### config.mk
export PLATFORM = sky130hd
export DESIGN_NAME = hpcm_top
export DESIGN_NICKNAME = d
export VERILOG_FILES = /design/src/hdl/hpcm_pkg.sv /design/src/hdl/hpcm_top.sv
export SDC_FILE = /design/constraint.sdc
export NUM_CORES = 1
export LEC_CHECK = 0
export BUFFER_PORTS_ARGS = -buffer_cell sky130_fd_sc_hd__clkbuf_2
export CAP_MARGIN = 0
export CORE_MARGIN = 5
export CORE_UTILIZATION = 30
export DETAILED_ROUTE_END_ITERATION = 7
export PLACE_DENSITY_LB_ADDON = 0.08
export SYNTH_ARGS = -nofsm -noshare
export SYNTH_HDL_FRONTEND = slang
export SYNTH_SLANG_ARGS = --single-unit
### constraint.sdc
create_clock -name hclk -period 4.21 [get_ports hclk]
set_input_delay 0 -clock hclk [delete_from_list [all_inputs] [get_ports hclk]]
set_output_delay 0 -clock hclk [all_outputs]
set_load 0.02 [all_outputs]
### src/hdl/hpcm_pkg.sv
package hpcm_pkg;
  // Register indices; byte address is four times the index
  localparam logic [5:0] IDX_ID1 = 6'h00;
  localparam logic [5:0] IDX_ID2 = 6'h01;
  localparam logic [5:0] IDX_REV = 6'h02;
  localparam logic [5:0] IDX_CFG = 6'h20;
  localparam logic [5:0] IDX_MUTE = 6'h21;
  localparam logic [5:0] IDX_STAT = 6'h22;
  // Configuration register fields
  localparam int CFG_CONV_SRC = 0;
  localparam int CFG_PTX_SRC = 1;
  localparam int CFG_SPDIF_SRC = 2;
  localparam int CFG_FMT = 4;
  localparam int CFG_ROLE = 6;
  localparam int CFG_PWDN = 7;
  localparam int CFG_CONT_RD = 8;
  localparam int CFG_RATIO = 9;
  localparam int CFG_BCLK = 12;
  localparam logic [13:0] CFG_RST = 14'h0480;
  // Mute register fields
  localparam int MUT_SEL = 0;
  localparam int MUT_PDIS = 3;
  localparam logic [3:0] MUT_RST = 4'h0;
  // Synchronised pin positions
  localparam int SY_HW = 0;
  localparam int SY_R1 = 1;
  localparam int SY_R2 = 2;
  localparam int SY_R3 = 3;
  localparam int SY_R4 = 4;
  localparam int SY_CS = 5;
  localparam int SY_SCK = 6;
  localparam int SY_MUTE = 7;
  localparam int SY_SDI = 8;
  localparam int SY_PD = 9;
  localparam int SY_FLT = 10;
  localparam int SY_N = 11;
  // Encodings
  localparam logic [1:0] TXS_SPDIF = 2'h0;
  localparam logic [1:0] TXS_ADC = 2'h1;
  localparam logic [1:0] TXS_PORT = 2'h3;
  localparam logic [1:0] FMT_RJ24 = 2'h0;
  localparam logic [1:0] FMT_I2S = 2'h3;
  localparam logic [2:0] RATIO_256FS = 3'h2;
  localparam logic [1:0] BCLK_64 = 2'h0;
  localparam logic CLK_INT = 1'b0;
  localparam logic CLK_EXT = 1'b1;
endpackage

### src/hdl/hpcm_top.sv
`timescale 1ns/1ns
// Operation
// - Indices 0..2 read two ID bytes and revision, not in continuous readback
// - Mode pin low selects software control, high selects hardware control
// - Route pin one picks DAC source, route pin two primary TX source
// - Route pins four/three pick S/PDIF TX source; code 10 undefined
// - Wire-count pin outputs unlock flag in hardware mode
// - Serial out pin drives non-PCM OR channel-status bit one
// - Pin eight gives channel bit, pin nine high in sub-frame A
// - Pin ten high for all of frame 0 of each block
// - Chip-select and serial clock pins pick primary port format
// - Hardware mode: mute pin high soft-mutes all DACs
// - Software mode: mute pin mutes selected DAC unless pin disabled
// - Floating mute pin becomes output showing all-DAC zero detect
// - Serial in pin picks primary TX slave or master role
// - Hardware mode uses 256fs ratio and 64 bit clocks per frame
// - Corrupt or invalid sub-frames repeat last valid sample on the DAC path
// - S/PDIF-to-S/PDIF path substitutes only on validity errors
// - Software mode starts powered down; hardware mode follows powerdown pin
// - Master with receiver on: internal clock, port drives bit/frame clocks
// - Port with ADC and DACs with S/PDIF: split clock sources
module hpcm_top
  import hpcm_pkg::*;
#(
  parameter logic [7:0] ID1_VAL = 8'h5a, // arbitrary
  parameter logic [7:0] ID2_VAL = 8'h3c, // arbitrary
  parameter logic [7:0] REV_VAL = 8'h01  // arbitrary
) (
  input wire logic hclk,
  input wire logic hresetn,
  input wire logic hsel,
  input wire logic [31:0] haddr,
  input wire logic [1:0] htrans,
  input wire logic hwrite,
  input wire logic [2:0] hsize,
  input wire logic [31:0] hwdata,
  input wire logic hready,
  output logic hreadyout,
  output logic hresp,
  output logic [31:0] hrdata,
  input wire logic control_method_select_pin,
  input wire logic route_pin_one,
  input wire logic route_pin_two,
  input wire logic route_pin_three,
  input wire logic route_pin_four,
  input wire logic chip_select_pin,
  input wire logic serial_clock_pin,
  input wire logic mute_pin_in,
  input wire logic mute_pin_float,
  input wire logic serial_in_pin,
  input wire logic global_powerdown_pin,
  input wire logic rx_unlock,
  input wire logic rx_pcm_n,
  input wire logic rx_audio_n,
  input wire logic rx_subframe_strobe,
  input wire logic rx_subframe_a,
  input wire logic rx_channel_bit,
  input wire logic rx_block_start,
  input wire logic [23:0] rx_sample,
  input wire logic rx_parity_err,
  input wire logic rx_biphase_err,
  input wire logic rx_validity,
  input wire logic [2:0] dac_zero,
  output logic hw_mode,
  output logic converter_source_select,
  output logic primary_tx_source_select,
  output logic [1:0] spdif_out_source_select,
  output logic [1:0] port_format,
  output logic primary_tx_role_bit,
  output logic [2:0] primary_tx_clock_ratio,
  output logic [1:0] bitclock_ratio_select,
  output logic [2:0] dac_soft_mute,
  output logic chip_powerdown,
  output logic serial_wire_count_pin_out,
  output logic serial_wire_count_pin_oe,
  output logic serial_out_pin_out,
  output logic serial_out_pin_oe,
  output logic multifunction_pin_eight,
  output logic subframe_indicator,
  output logic block_start_flag,
  output logic status_pins_oe,
  output logic mute_pin_out,
  output logic mute_pin_oe,
  output logic dac_clock_sel,
  output logic adc_clock_sel,
  output logic port_clock_sel,
  output logic port_clocks_oe,
  output logic master_clock_pin_oe,
  output logic [23:0] dac_path_sample,
  output logic [23:0] tx_path_sample,
  output logic sample_strobe
);

  logic [SY_N-1:0] sy1_reg;
  logic [SY_N-1:0] sy_reg;
  logic [13:0] cfg_reg;
  logic [3:0] mute_reg;
  logic [5:0] aidx_reg;
  logic wr_reg;
  logic rd_reg;
  logic sub8_reg;
  logic sub9_reg;
  logic blk_reg;
  logic [23:0] good_reg [2];
  logic [23:0] tgood_reg [2];
  logic rx_used;
  logic bad;
  logic ch;
  logic all_zero;
  logic [5:0] stat;

  // Straps cross from the board; no logic reads the first stage
  always_ff @(posedge hclk or negedge hresetn) begin
    if (!hresetn) begin
      sy1_reg <= '0;
      sy_reg <= '0;
    end else begin
      sy1_reg <= {mute_pin_float, global_powerdown_pin, serial_in_pin,
                  mute_pin_in, serial_clock_pin, chip_select_pin,
                  route_pin_four, route_pin_three, route_pin_two,
                  route_pin_one, control_method_select_pin};
      sy_reg <= sy1_reg;
    end
  end

  assign hw_mode = sy_reg[SY_HW];

  // Bus slave: zero wait states, always OKAY
  assign hreadyout = 1'b1;
  assign hresp = 1'b0;

  always_ff @(posedge hclk or negedge hresetn) begin
    if (!hresetn) begin
      aidx_reg <= '0;
      wr_reg <= 1'b0;
      rd_reg <= 1'b0;
    end else if (hready) begin
      aidx_reg <= haddr[7:2];
      wr_reg <= hsel && htrans[1] && hwrite;
      rd_reg <= hsel && htrans[1] && !hwrite;
    end
  end

  always_ff @(posedge hclk or negedge hresetn) begin
    if (!hresetn) begin
      cfg_reg <= CFG_RST;
    end else if (wr_reg && aidx_reg == IDX_CFG) begin
      cfg_reg <= hwdata[13:0];
    end
  end

  always_ff @(posedge hclk or negedge hresetn) begin
    if (!hresetn) begin
      mute_reg <= MUT_RST;
    end else if (wr_reg && aidx_reg == IDX_MUTE) begin
      mute_reg <= hwdata[3:0];
    end
  end

  assign all_zero = &dac_zero;
  assign stat = {sy_reg[SY_FLT], chip_powerdown, all_zero,
                 rx_pcm_n | rx_audio_n, rx_unlock, hw_mode};

  // Read mux over flops and raw status inputs; unmapped indices read zero
  always_comb begin
    hrdata = 32'h0000_0000;
    if (rd_reg) begin
      case (aidx_reg)
        IDX_ID1: hrdata[7:0] = cfg_reg[CFG_CONT_RD] ? 8'h00 : ID1_VAL;
        IDX_ID2: hrdata[7:0] = cfg_reg[CFG_CONT_RD] ? 8'h00 : ID2_VAL;
        IDX_REV: hrdata[7:0] = cfg_reg[CFG_CONT_RD] ? 8'h00 : REV_VAL;
        IDX_CFG: hrdata[13:0] = cfg_reg;
        IDX_MUTE: hrdata[3:0] = mute_reg;
        IDX_STAT: hrdata[5:0] = stat;
        default: hrdata = 32'h0000_0000;
      endcase
    end
  end

  // Routing, format and role: straps in hardware mode, registers otherwise
  always_comb begin
    if (hw_mode) begin
      converter_source_select = sy_reg[SY_R1];
      primary_tx_source_select = sy_reg[SY_R2];
      spdif_out_source_select = {sy_reg[SY_R4], sy_reg[SY_R3]};
      port_format = {sy_reg[SY_CS], sy_reg[SY_SCK]};
      primary_tx_role_bit = sy_reg[SY_SDI];
      primary_tx_clock_ratio = RATIO_256FS;
      bitclock_ratio_select = BCLK_64;
      chip_powerdown = sy_reg[SY_PD];
    end else begin
      converter_source_select = cfg_reg[CFG_CONV_SRC];
      primary_tx_source_select = cfg_reg[CFG_PTX_SRC];
      spdif_out_source_select = cfg_reg[CFG_SPDIF_SRC +: 2];
      port_format = cfg_reg[CFG_FMT +: 2];
      primary_tx_role_bit = cfg_reg[CFG_ROLE];
      primary_tx_clock_ratio = cfg_reg[CFG_RATIO +: 3];
      bitclock_ratio_select = cfg_reg[CFG_BCLK +: 2];
      chip_powerdown = cfg_reg[CFG_PWDN];
    end
  end

  // A floating mute pin is an output, so it never mutes anything
  always_comb begin
    dac_soft_mute = 3'h0;
    if (!sy_reg[SY_FLT] && sy_reg[SY_MUTE]) begin
      if (hw_mode) begin
        dac_soft_mute = 3'h7;
      end else if (!mute_reg[MUT_PDIS]) begin
        dac_soft_mute = mute_reg[MUT_SEL +: 3];
      end
    end
  end

  assign mute_pin_oe = sy_reg[SY_FLT];
  assign mute_pin_out = sy_reg[SY_FLT] & all_zero;

  // Status pins are outputs only under hardware control
  assign serial_wire_count_pin_oe = hw_mode;
  assign serial_wire_count_pin_out = hw_mode & rx_unlock;
  assign serial_out_pin_oe = hw_mode;
  assign serial_out_pin_out = hw_mode & (rx_pcm_n | rx_audio_n);
  assign status_pins_oe = hw_mode;

  always_ff @(posedge hclk or negedge hresetn) begin
    if (!hresetn) begin
      sub8_reg <= 1'b0;
      sub9_reg <= 1'b0;
    end else if (rx_subframe_strobe) begin
      sub8_reg <= rx_channel_bit;
      sub9_reg <= rx_subframe_a;
    end
  end

  // Block flag spans both sub-frames of frame 0 only
  always_ff @(posedge hclk or negedge hresetn) begin
    if (!hresetn) begin
      blk_reg <= 1'b0;
    end else if (rx_subframe_strobe && rx_subframe_a) begin
      blk_reg <= rx_block_start;
    end
  end

  assign multifunction_pin_eight = hw_mode & sub8_reg;
  assign subframe_indicator = hw_mode & sub9_reg;
  assign block_start_flag = hw_mode & blk_reg;

  // Clock routing; receiver counts as on when any path takes it
  assign rx_used = !converter_source_select || !primary_tx_source_select ||
                   spdif_out_source_select == TXS_SPDIF;

  always_comb begin
    if (rx_used) begin
      adc_clock_sel = CLK_INT;
      dac_clock_sel = CLK_INT;
      port_clock_sel = CLK_INT;
      if (primary_tx_source_select && !converter_source_select) begin
        port_clock_sel = CLK_EXT;
      end
    end else begin
      adc_clock_sel = CLK_EXT;
      dac_clock_sel = CLK_EXT;
      port_clock_sel = CLK_EXT;
    end
  end

  // Slave relies on supplied clocks being synchronous to S/PDIF
  assign port_clocks_oe = primary_tx_role_bit;
  assign master_clock_pin_oe = 1'b0;

  // Concealment keeps the last good sample per sub-frame channel
  assign ch = rx_subframe_a;
  assign bad = rx_parity_err | rx_biphase_err | rx_validity;

  always_ff @(posedge hclk or negedge hresetn) begin
    if (!hresetn) begin
      good_reg[0] <= '0;
      good_reg[1] <= '0;
      dac_path_sample <= '0;
    end else if (rx_subframe_strobe) begin
      if (bad) begin
        dac_path_sample <= good_reg[ch];
      end else begin
        dac_path_sample <= rx_sample;
        good_reg[ch] <= rx_sample;
      end
    end
  end

  // Parity and biphase errors pass through to the transmitter
  always_ff @(posedge hclk or negedge hresetn) begin
    if (!hresetn) begin
      tgood_reg[0] <= '0;
      tgood_reg[1] <= '0;
      tx_path_sample <= '0;
    end else if (rx_subframe_strobe) begin
      if (rx_validity) begin
        tx_path_sample <= tgood_reg[ch];
      end else begin
        tx_path_sample <= rx_sample;
        tgood_reg[ch] <= rx_sample;
      end
    end
  end

  always_ff @(posedge hclk or negedge hresetn) begin
    if (!hresetn) begin
      sample_strobe <= 1'b0;
    end else begin
      sample_strobe <= rx_subframe_strobe;
    end
  end

  logic [1:0] rst_age;
  always_ff @(posedge hclk or negedge hresetn) begin
    if (!hresetn) begin
      rst_age <= 2'h0;
    end else if (rst_age != 2'h3) begin
      rst_age <= rst_age + 2'h1;
    end
  end
endmodule

# [Word level (Yosys, flattened, before mapping)]
# Index checks and enable logic that the tools add are counted.
[word_totals] in_bits=122 reg_bits=196 elab_cells=90 out_inout_bits=115
[classes] magnitude_cmp=2 n_mux=34 n_eq_ne=5 bitwise_logic=12 n_reduce_logical=20
[op_table] operator="$mux 24" count=9
[op_table] operator="$bwmux 48" count=2
[op_table] operator="$demux 24 s1" count=1
[op_table] operator="$pmux 4 s6" count=1
[op_table] operator="$eq 6x6->1 const B" count=3
[op_table] operator="$mux 14" count=1
[op_table] operator="$mux 3" count=4
[op_table] operator="$mux 6" count=2
[op_table] operator="$pmux 2 s5" count=1
[op_table] operator="$logic_and 1x1->1" count=9
[op_table] operator="$mux 1" count=8
[op_table] operator="$pmux 2 s4" count=1
[op_table] operator="$mux 7" count=1
[op_table] operator="$and 1x1->1" count=6
[op_table] operator="$eq 6x1->1 const B" count=1
[op_table] operator="$eq 6x2->1 const B" count=1
[op_table] operator="$logic_not 6->1" count=1
[op_table] operator="$mux 2" count=3
[op_table] operator="$logic_not 1->1" count=4
[op_table] operator="$reduce_and 2->1" count=2
[op_table] operator="$or 1x1->1" count=3
[op_table] operator="$reduce_and 3->1" count=1
[op_table] operator="$ge 2x2->1 const B" count=1
[op_table] operator="$logic_not 2->1" count=1
[op_table] operator="other kinds (4)" count=6

# [Logic depth before layout (Yosys ltp)]
# Gate-level depths: netlist of the first run.
[depth] ltp_word=6 mapped_depth=6 ltp_nobuf=3

# [Worst setup path before layout of the first run]
# Ideal clock, no wire load.
[synth_path] path_type="register -> output" start="register sy_reg[0]" end="output port dac_clock_sel" arrival_ns=2.056 setup_slack_ns=2.154 path_buffers=3 path_stages_with_launch=6 path_cell_list="dfrtp_1 > clkbuf_1 > clkbuf_1 > o32ai_1 > nor3b_1 > buf_4"
[synth_between] elab_chain_cells=5 word_cells_on_any_way=9
[synth_lines] item="from (decl)" line_no="hpcm_top.sv:95" text="logic [SY_N-1:0] sy_reg;"
[synth_lines] item="from (signal assigned)" line_no="hpcm_top.sv:122" text="sy_reg <= sy1_reg;"
[synth_lines] item="$mux 1" line_no="hpcm_top.sv:182" text="if (hw_mode) begin"
[synth_lines] item="$logic_not 1->1" line_no="hpcm_top.sv:249" text="assign rx_used = !converter_source_select || !primary_tx_source_select ||"
[synth_lines] item="$logic_or 1x1->1" line_no="hpcm_top.sv:249"
[synth_lines] item="$logic_or 1x1->1 *" line_no="hpcm_top.sv:249"
[synth_lines] item="$mux 1 *"
[synth_lines] item="to (decl)" line_no="hpcm_top.sv:84" text="output logic dac_clock_sel,"
# Mark *: on every way between the ends. The rest lies on a longest branch, timed or not.

# [Final worst setup path of the first run]
[layout_path] start="register sy_reg[0]" end="output port adc_clock_sel"
[layout_between] elab_chain_cells=5 word_cells_on_any_way=9
[layout_lines] item="$mux 1" line_no="hpcm_top.sv:182"
[layout_lines] item="$logic_not 1->1" line_no="hpcm_top.sv:249"
[layout_lines] item="$logic_or 1x1->1" line_no="hpcm_top.sv:249"
[layout_lines] item="$logic_or 1x1->1 *" line_no="hpcm_top.sv:249"
[layout_lines] item="$mux 1 *" line_no="hpcm_top.sv:253" text="if (rx_used) begin"
[layout_lines] item="to (decl)" line_no="hpcm_top.sv:85" text="output logic adc_clock_sel,"
# Marked as above.

==> impl_metrics.toml, run 1 <==
[outcome]
status = "finished, final reports clean"

[logic_synthesis]
synth_warnings = 0
synth_most_common_cell = "dfrtp_1"
yosysSeqAreaShare_pct = 54.95
async_reset_ff_share_pct = 100.0
yosys.area.top_type_share_pct = 54.36
synth_common_cells = "dfrtp_1, mux2_2, a21oi_1, mux2i_1, nor2_1"
synth_cell_types = 38
synthCells = 689
synth_ff_type = "dfrtp_1"
synth-edff-count = 0
syn_area_per_cell_um2 = 12.96
synth.area.top_cells = "dfrtp_1, mux2_2, mux2i_1"
synth-seq-cells = 196
yosys.area.top_type = "dfrtp_1"
synth.cell_area_um2 = 8930

[global_route]
grt_pass1_wl_mm = 36.90
grt_overflow_total = 0
grt_pass1_vias = 6691
grt_start_max_net_pins = 110
antenna_found_initial = 1
track_usage_pct = 13.90

[cells_and_area]
multi_input_area_um2 = 3660
drive_above_1_share_pct = 42.98
stdcell_count = 1303
seqCellArea_um2 = 4907
fin_area_um2 = 11300
area_growth_pct = 26.57
nFillCells = 2866
layout.nets = 1021

[route]
vias_per_cell = 4.625
dr.pass1.iters = 4
avgRoutedWirePerCell_um = 17.54
vias = 6026
drt_iter0_drc = 316
drt-total-wl_mm = 22.86
drc = 0
ant_nets = 0

[power]
powerDensity_nw_per_um2 = 460.0
p_leak_uw = 0.005152
p_total_uw = 5199
vdd_drop_max_uv = 266.8

[floorplanning]
num_rows = 63
die_x_um = 182.5
dieArea_um2 = 33320
io-pin-count = 237
start_util_pct = 30.29
coreArea_um2 = 29480
die_h_um = 182.5

[critical_path]
crit_chain = "mux2_2, nor3b_1, clkbuf_2"
regToRegSetupSlack_ps = 2440
rr_worst_depth = 3
critPathMaxStageDelay_ps = 1020
worstSetupStartpoint = "sy_reg[0]"
cp-end-kind = "output port"
worstSetupStartpointType = "register"
cp_slowest_cell = "dfrtp_1"
worst-setup-path-type = "reg -> out"
arrival_ps = 2310
timing.rr.end = "cfg_reg[6]"
r2r-start = "aidx_reg[5]"
crit_fanout = 28
crit_required_ps = 4210

[place]
io_buffers = 167
place_congestion = 0.8146
post-dp-hpwl_mm = 15.00
place_inst = 1199
placed_cell_area_um2 = 9970

[worst_hold_path]
min_from = "rx_validity"
hold_depth = 3
whs_endpoint = "tx_path_sample[4]"
hold_class = "in -> reg"

[clock_network]
worstSkewPairLatency_ps = 440
cts-resized-gates = 0
numCtsBuffers = 17
cts.path.max_buffers = 2
root_buffer = "clkbuf_16"
hold_buffers = 71
cts.sinks = 196
h-tree-depth = 4
clk_pin_slew_ps = 70
postCtsSetupBuffers = 0
cts_tree = "yes"

[timing]
final.min_clock_period_ps = 2314
hold_viol_final = 0
setup_tns_ps = 0
skew_ps = 13.52
max_freq_ghz = 0.4322
timing.final.max_slew_violations = 0
max-slew-margin-rel_pct = 31.39
tightestPinTransition_ps = 1029
setup_viol = 0
finalCritPeriodShare_pct = 54.96
rsz0062_at_grt = "false"

[flow_run]
maxCapViolations = 0
-- metal layers --
| metal | vias to the layer above | share of wire (%) | track usage, % |
|---|---|---|---|
| met4 | 0 | 1.0 | 3.092 |
| li1 | 2839 | - | - |
| met1 | 3018 | 45 | 18.03 |
| met5 | - | 0 | 0 |
| met2 | 153 | 49 | 23.54 |
| met3 | 16 | 4.9 | 3.468 |
-- layout by cell type (no fill, tap or decap), types with 2 or more instances in the layout --
cell type        n
nand2b_1         3
clkbuf_16       17
nand2_1          5
inv_8            2
nor2b_1          8
or3_1            2
nand3_1          6
clkbuf_8         3
nor4_1          25
buf_2            2
clkinv_4         3
inv_6            3
a21oi_1         59
mux2i_1         50
o211ai_1         4
mux2_2         168
and3_1           2
conb_1          21
bufinv_16        2
nor2_1          32
and2_1          14
dlygate4sd3_1   71
buf_4            7
o21ai_0          7
nand3_2          2
mux2_4          10
inv_1            6
and3b_1          3
dfrtp_1        194
clkinvlp_4       2
clkbuf_2       163
dfstp_2          2
-- stage by stage --
step	util, %	hold WS [ps]	worst slack, ps
after CTS	38.33	182.8	1808
after detailed placement	33.82	112.3	1783
after global routing	38.34	190.9	1696
after floorplan	-	-295.6	2154
after global placement	33.82	112.4	1839
final	38.34	190.9	1896
-- layout make-up --
cell class / count / share of cell area, %
flip-flops and latches: 196 / 43.42
multi-input cells: 434 / 32.38
clock buffers: 19 / 4.008
clock inverters: 13 / 1.472
well taps: 390 / 4.317
diodes: 1 / 0.02214
repair buffers: 244 / 14.18
inverters: 6 / 0.1993
-- critical path, delay by kind of cell (launching register included) --
kind,cells,cell delay (ps)
flops,1,1020
mux,1,350
simple gates,1,280
buf+inv,1,230
-- worst max-delay path by stage --
stage,endpoint,slack [ps]
floorplan,dac_clock_sel,2150
global placement,good_reg[20],1840
detailed placement,good_reg[5],1780
CTS,adc_clock_sel,1810
global route,dac_clock_sel,1700
finish,adc_clock_sel,1900
-- cells by family after synthesis --
logic type / share of synthesized area, %
muxes: 28.47
other: 0.08410
and+or+nand+nor: 7.300
DFF: 54.95
buffers and inverters: 4.876
AOI/OAI and AO/OA: 4.316
-- report_power, final --
| part | internal, uW | switching, uW | total, uW |
|---|---|---|---|
| Clock | 930 | 766 | 1700 |
| Sequential | 2230 | 193 | 2420 |
| Combinational | 528 | 555 | 1080 |
| Total | 3680 | 1520 | 5200 |
No activity file was read; power rests on OpenSTA's default activity.
==> run 2, diff against run 1 <==
Clock period 4.21 ns to 2.41 ns, I/O delays scaled along.
==> run 2 against run 1 <==
Compared with the run above:
- non-clock buffer count is 8 higher
- power is 74% higher
- worst hold slack got worse by 160 ps
- count of clock-buffer cells in the layout decreased by 1
- critical path depth increased by 1
- sequential cell count unchanged
- cell count rose by 0.54%
- combinational power up 78%
- final area up 0.69%
- largest power group unchanged
==> impl_metrics.toml, run 2 (synthesis gave the netlist of run 1 again) <==
[outcome]
status = "finished, final reports clean"

[critical_path]
cp_slowest_cell = "nor3_1"
r2r-start = "aidx_reg[5]"
worst-setup-path-type = "reg -> out"
cp_top_family = "simple AND/OR/NAND/NOR gates"
crit_required_ps = 2410
cp-end-kind = "output port"
rr_worst_depth = 3
crit_fanout = 6
timing.rr.end = "cfg_reg[5]"
critPathMaxStageDelay_ps = 560
arrival_ps = 2160
crit_chain = "nor3_1, nand3_1, a21oi_1, clkbuf_2"
path_buf_inv = 1
worstSetupStartpointType = "register"
regToRegSetupSlack_ps = 610

[cells_and_area]
area_growth_pct = 27.43
post-route-util_pct = 38.60
seqCellArea_um2 = 4907
layout.nets = 1029
layout_commonest_cell = "dfrtp_1"
nFillCells = 2844
layout_common_cells = "dfrtp_1, mux2_2, clkbuf_2"
multi_input_area_um2 = 3660
diodes = 0
drive_above_1_share_pct = 43.70

[clock_network]
clk_pin_slew_ps = 70
cts.path.max_buffers = 2
cts.sinks = 196
h-tree-depth = 4
root_buffer = "clkbuf_16"
cts-resized-gates = 0
worstSkewPairLatency_ps = 430
cts_tree = "yes"
numCtsBuffers = 17

[global_route]
antenna_found_initial = 0
track_usage_pct = 13.77
grt_start_max_net_pins = 71
grt_pass1_wl_mm = 36.48
grt_overflow_total = 0
grt_pass1_vias = 6547

[floorplanning]
io-pin-count = 237
coreArea_um2 = 29480
die_h_um = 182.5
dieArea_um2 = 33320
num_rows = 63
start_util_pct = 30.29
die_x_um = 182.5

[route]
avgRoutedWirePerCell_um = 17.48
ant_nets = 0
drt-total-wl_mm = 22.90
vias_per_cell = 4.644
dr.pass1.iters = 4
drt_iter0_drc = 215
vias = 6083
drc = 0

[power]
vdd_drop_max_uv = 475.4
powerDensity_nw_per_um2 = 795.7
p_leak_uw = 0.005204

[timing]
hold_viol_final = 0
setup_viol = 0
max-slew-margin-rel_pct = 45.15
finalCritPeriodShare_pct = 89.80
timing.final.max_slew_violations = 0
setup_tns_ps = 0
max_freq_ghz = 0.4621
rsz0062_at_grt = "false"
tightestPinTransition_ps = 821.8
skew_ps = 12.00
worst_slack_ps = 245.7
final.min_clock_period_ps = 2164

[worst_hold_path]
hold_class = "in -> reg"
hold_depth = 2
min_from = "hready"
whs_endpoint = "aidx_reg[3]"

[flow_run]
maxCapViolations = 0

[place]
io_buffers = 167
place_congestion = 0.8255
dpl_worst_slack_ps = 458.6
post-dp-hpwl_mm = 15.47
[run 2: metrics by stage]
stage | instance area, um2 | hold WS, ps | total power (uW) | instances
2_1_floorplan | 9001 | -295.6 | 5477 | 708
3_3_place_gp | 10080 | 44.86 | 6072 | 1209
3_5_place_dp | 10080 | 50.81 | 6143 | 1209
4_1_cts | 11380 | 0.2548 | 9219 | 1310
5_1_grt | 11380 | 54.66 | 9557 | 1310
6_report | 11380 | 30.96 | 9054 | 1310
[run 2: timing repair]
item / 4_1_cts / 5_1_grt
buffers inserted: 0 / 0
endpoints found under the hold margin: 202 / 0
hold buffers: 69 / 0
[run 2: worst max-delay path by stage]
stage / startpoint / end / slack [ps] / cells past startpoint
after floorplan: sy_reg[0] / dac_clock_sel / 350 / 5
after global placement: rx_subframe_a / good_reg[9] / 490 / 4
after detailed placement: rx_subframe_a / good_reg[5] / 460 / 4
after CTS: aidx_reg[3] / hrdata[0] / 280 / 4
after global routing: aidx_reg[1] / hrdata[4] / 110 / 4
final: aidx_reg[3] / hrdata[0] / 250 / 4
[run 2: cell type report]
type / count / share of cell area (%)
sequential: 196 / 43.12
multi-input combinational: 434 / 32.16
clock buffer: 18 / 3.859
clock inverter: 14 / 1.473
tap: 390 / 4.288
inverter: 6 / 0.1979
timing repair buffer: 252 / 14.90
[run 2: power breakdown]
group	switching (uW)	total, uW	internal, uW
Sequential	328	4220	3890
Combinational	985	1920	934
Clock	1330	2920	1590
Total	2640	9050	6410
[run 2: worst reg2reg max path, delay by kind of cell (launching register included)]
kind | cells | cell delay (ps)
and+or+nand+nor | 2 | 760
DFF | 1 | 530
muxes | 1 | 400
[run 2: per-layer routing]
metal	GRT usage, %	vias to the layer above	part of all wire [%]
li1	-	2848	-
met1	18.79	3058	47
met2	22.30	156	47
met3	2.910	21	4.8
met4	3.723	0	1.2
met5	0	-	0
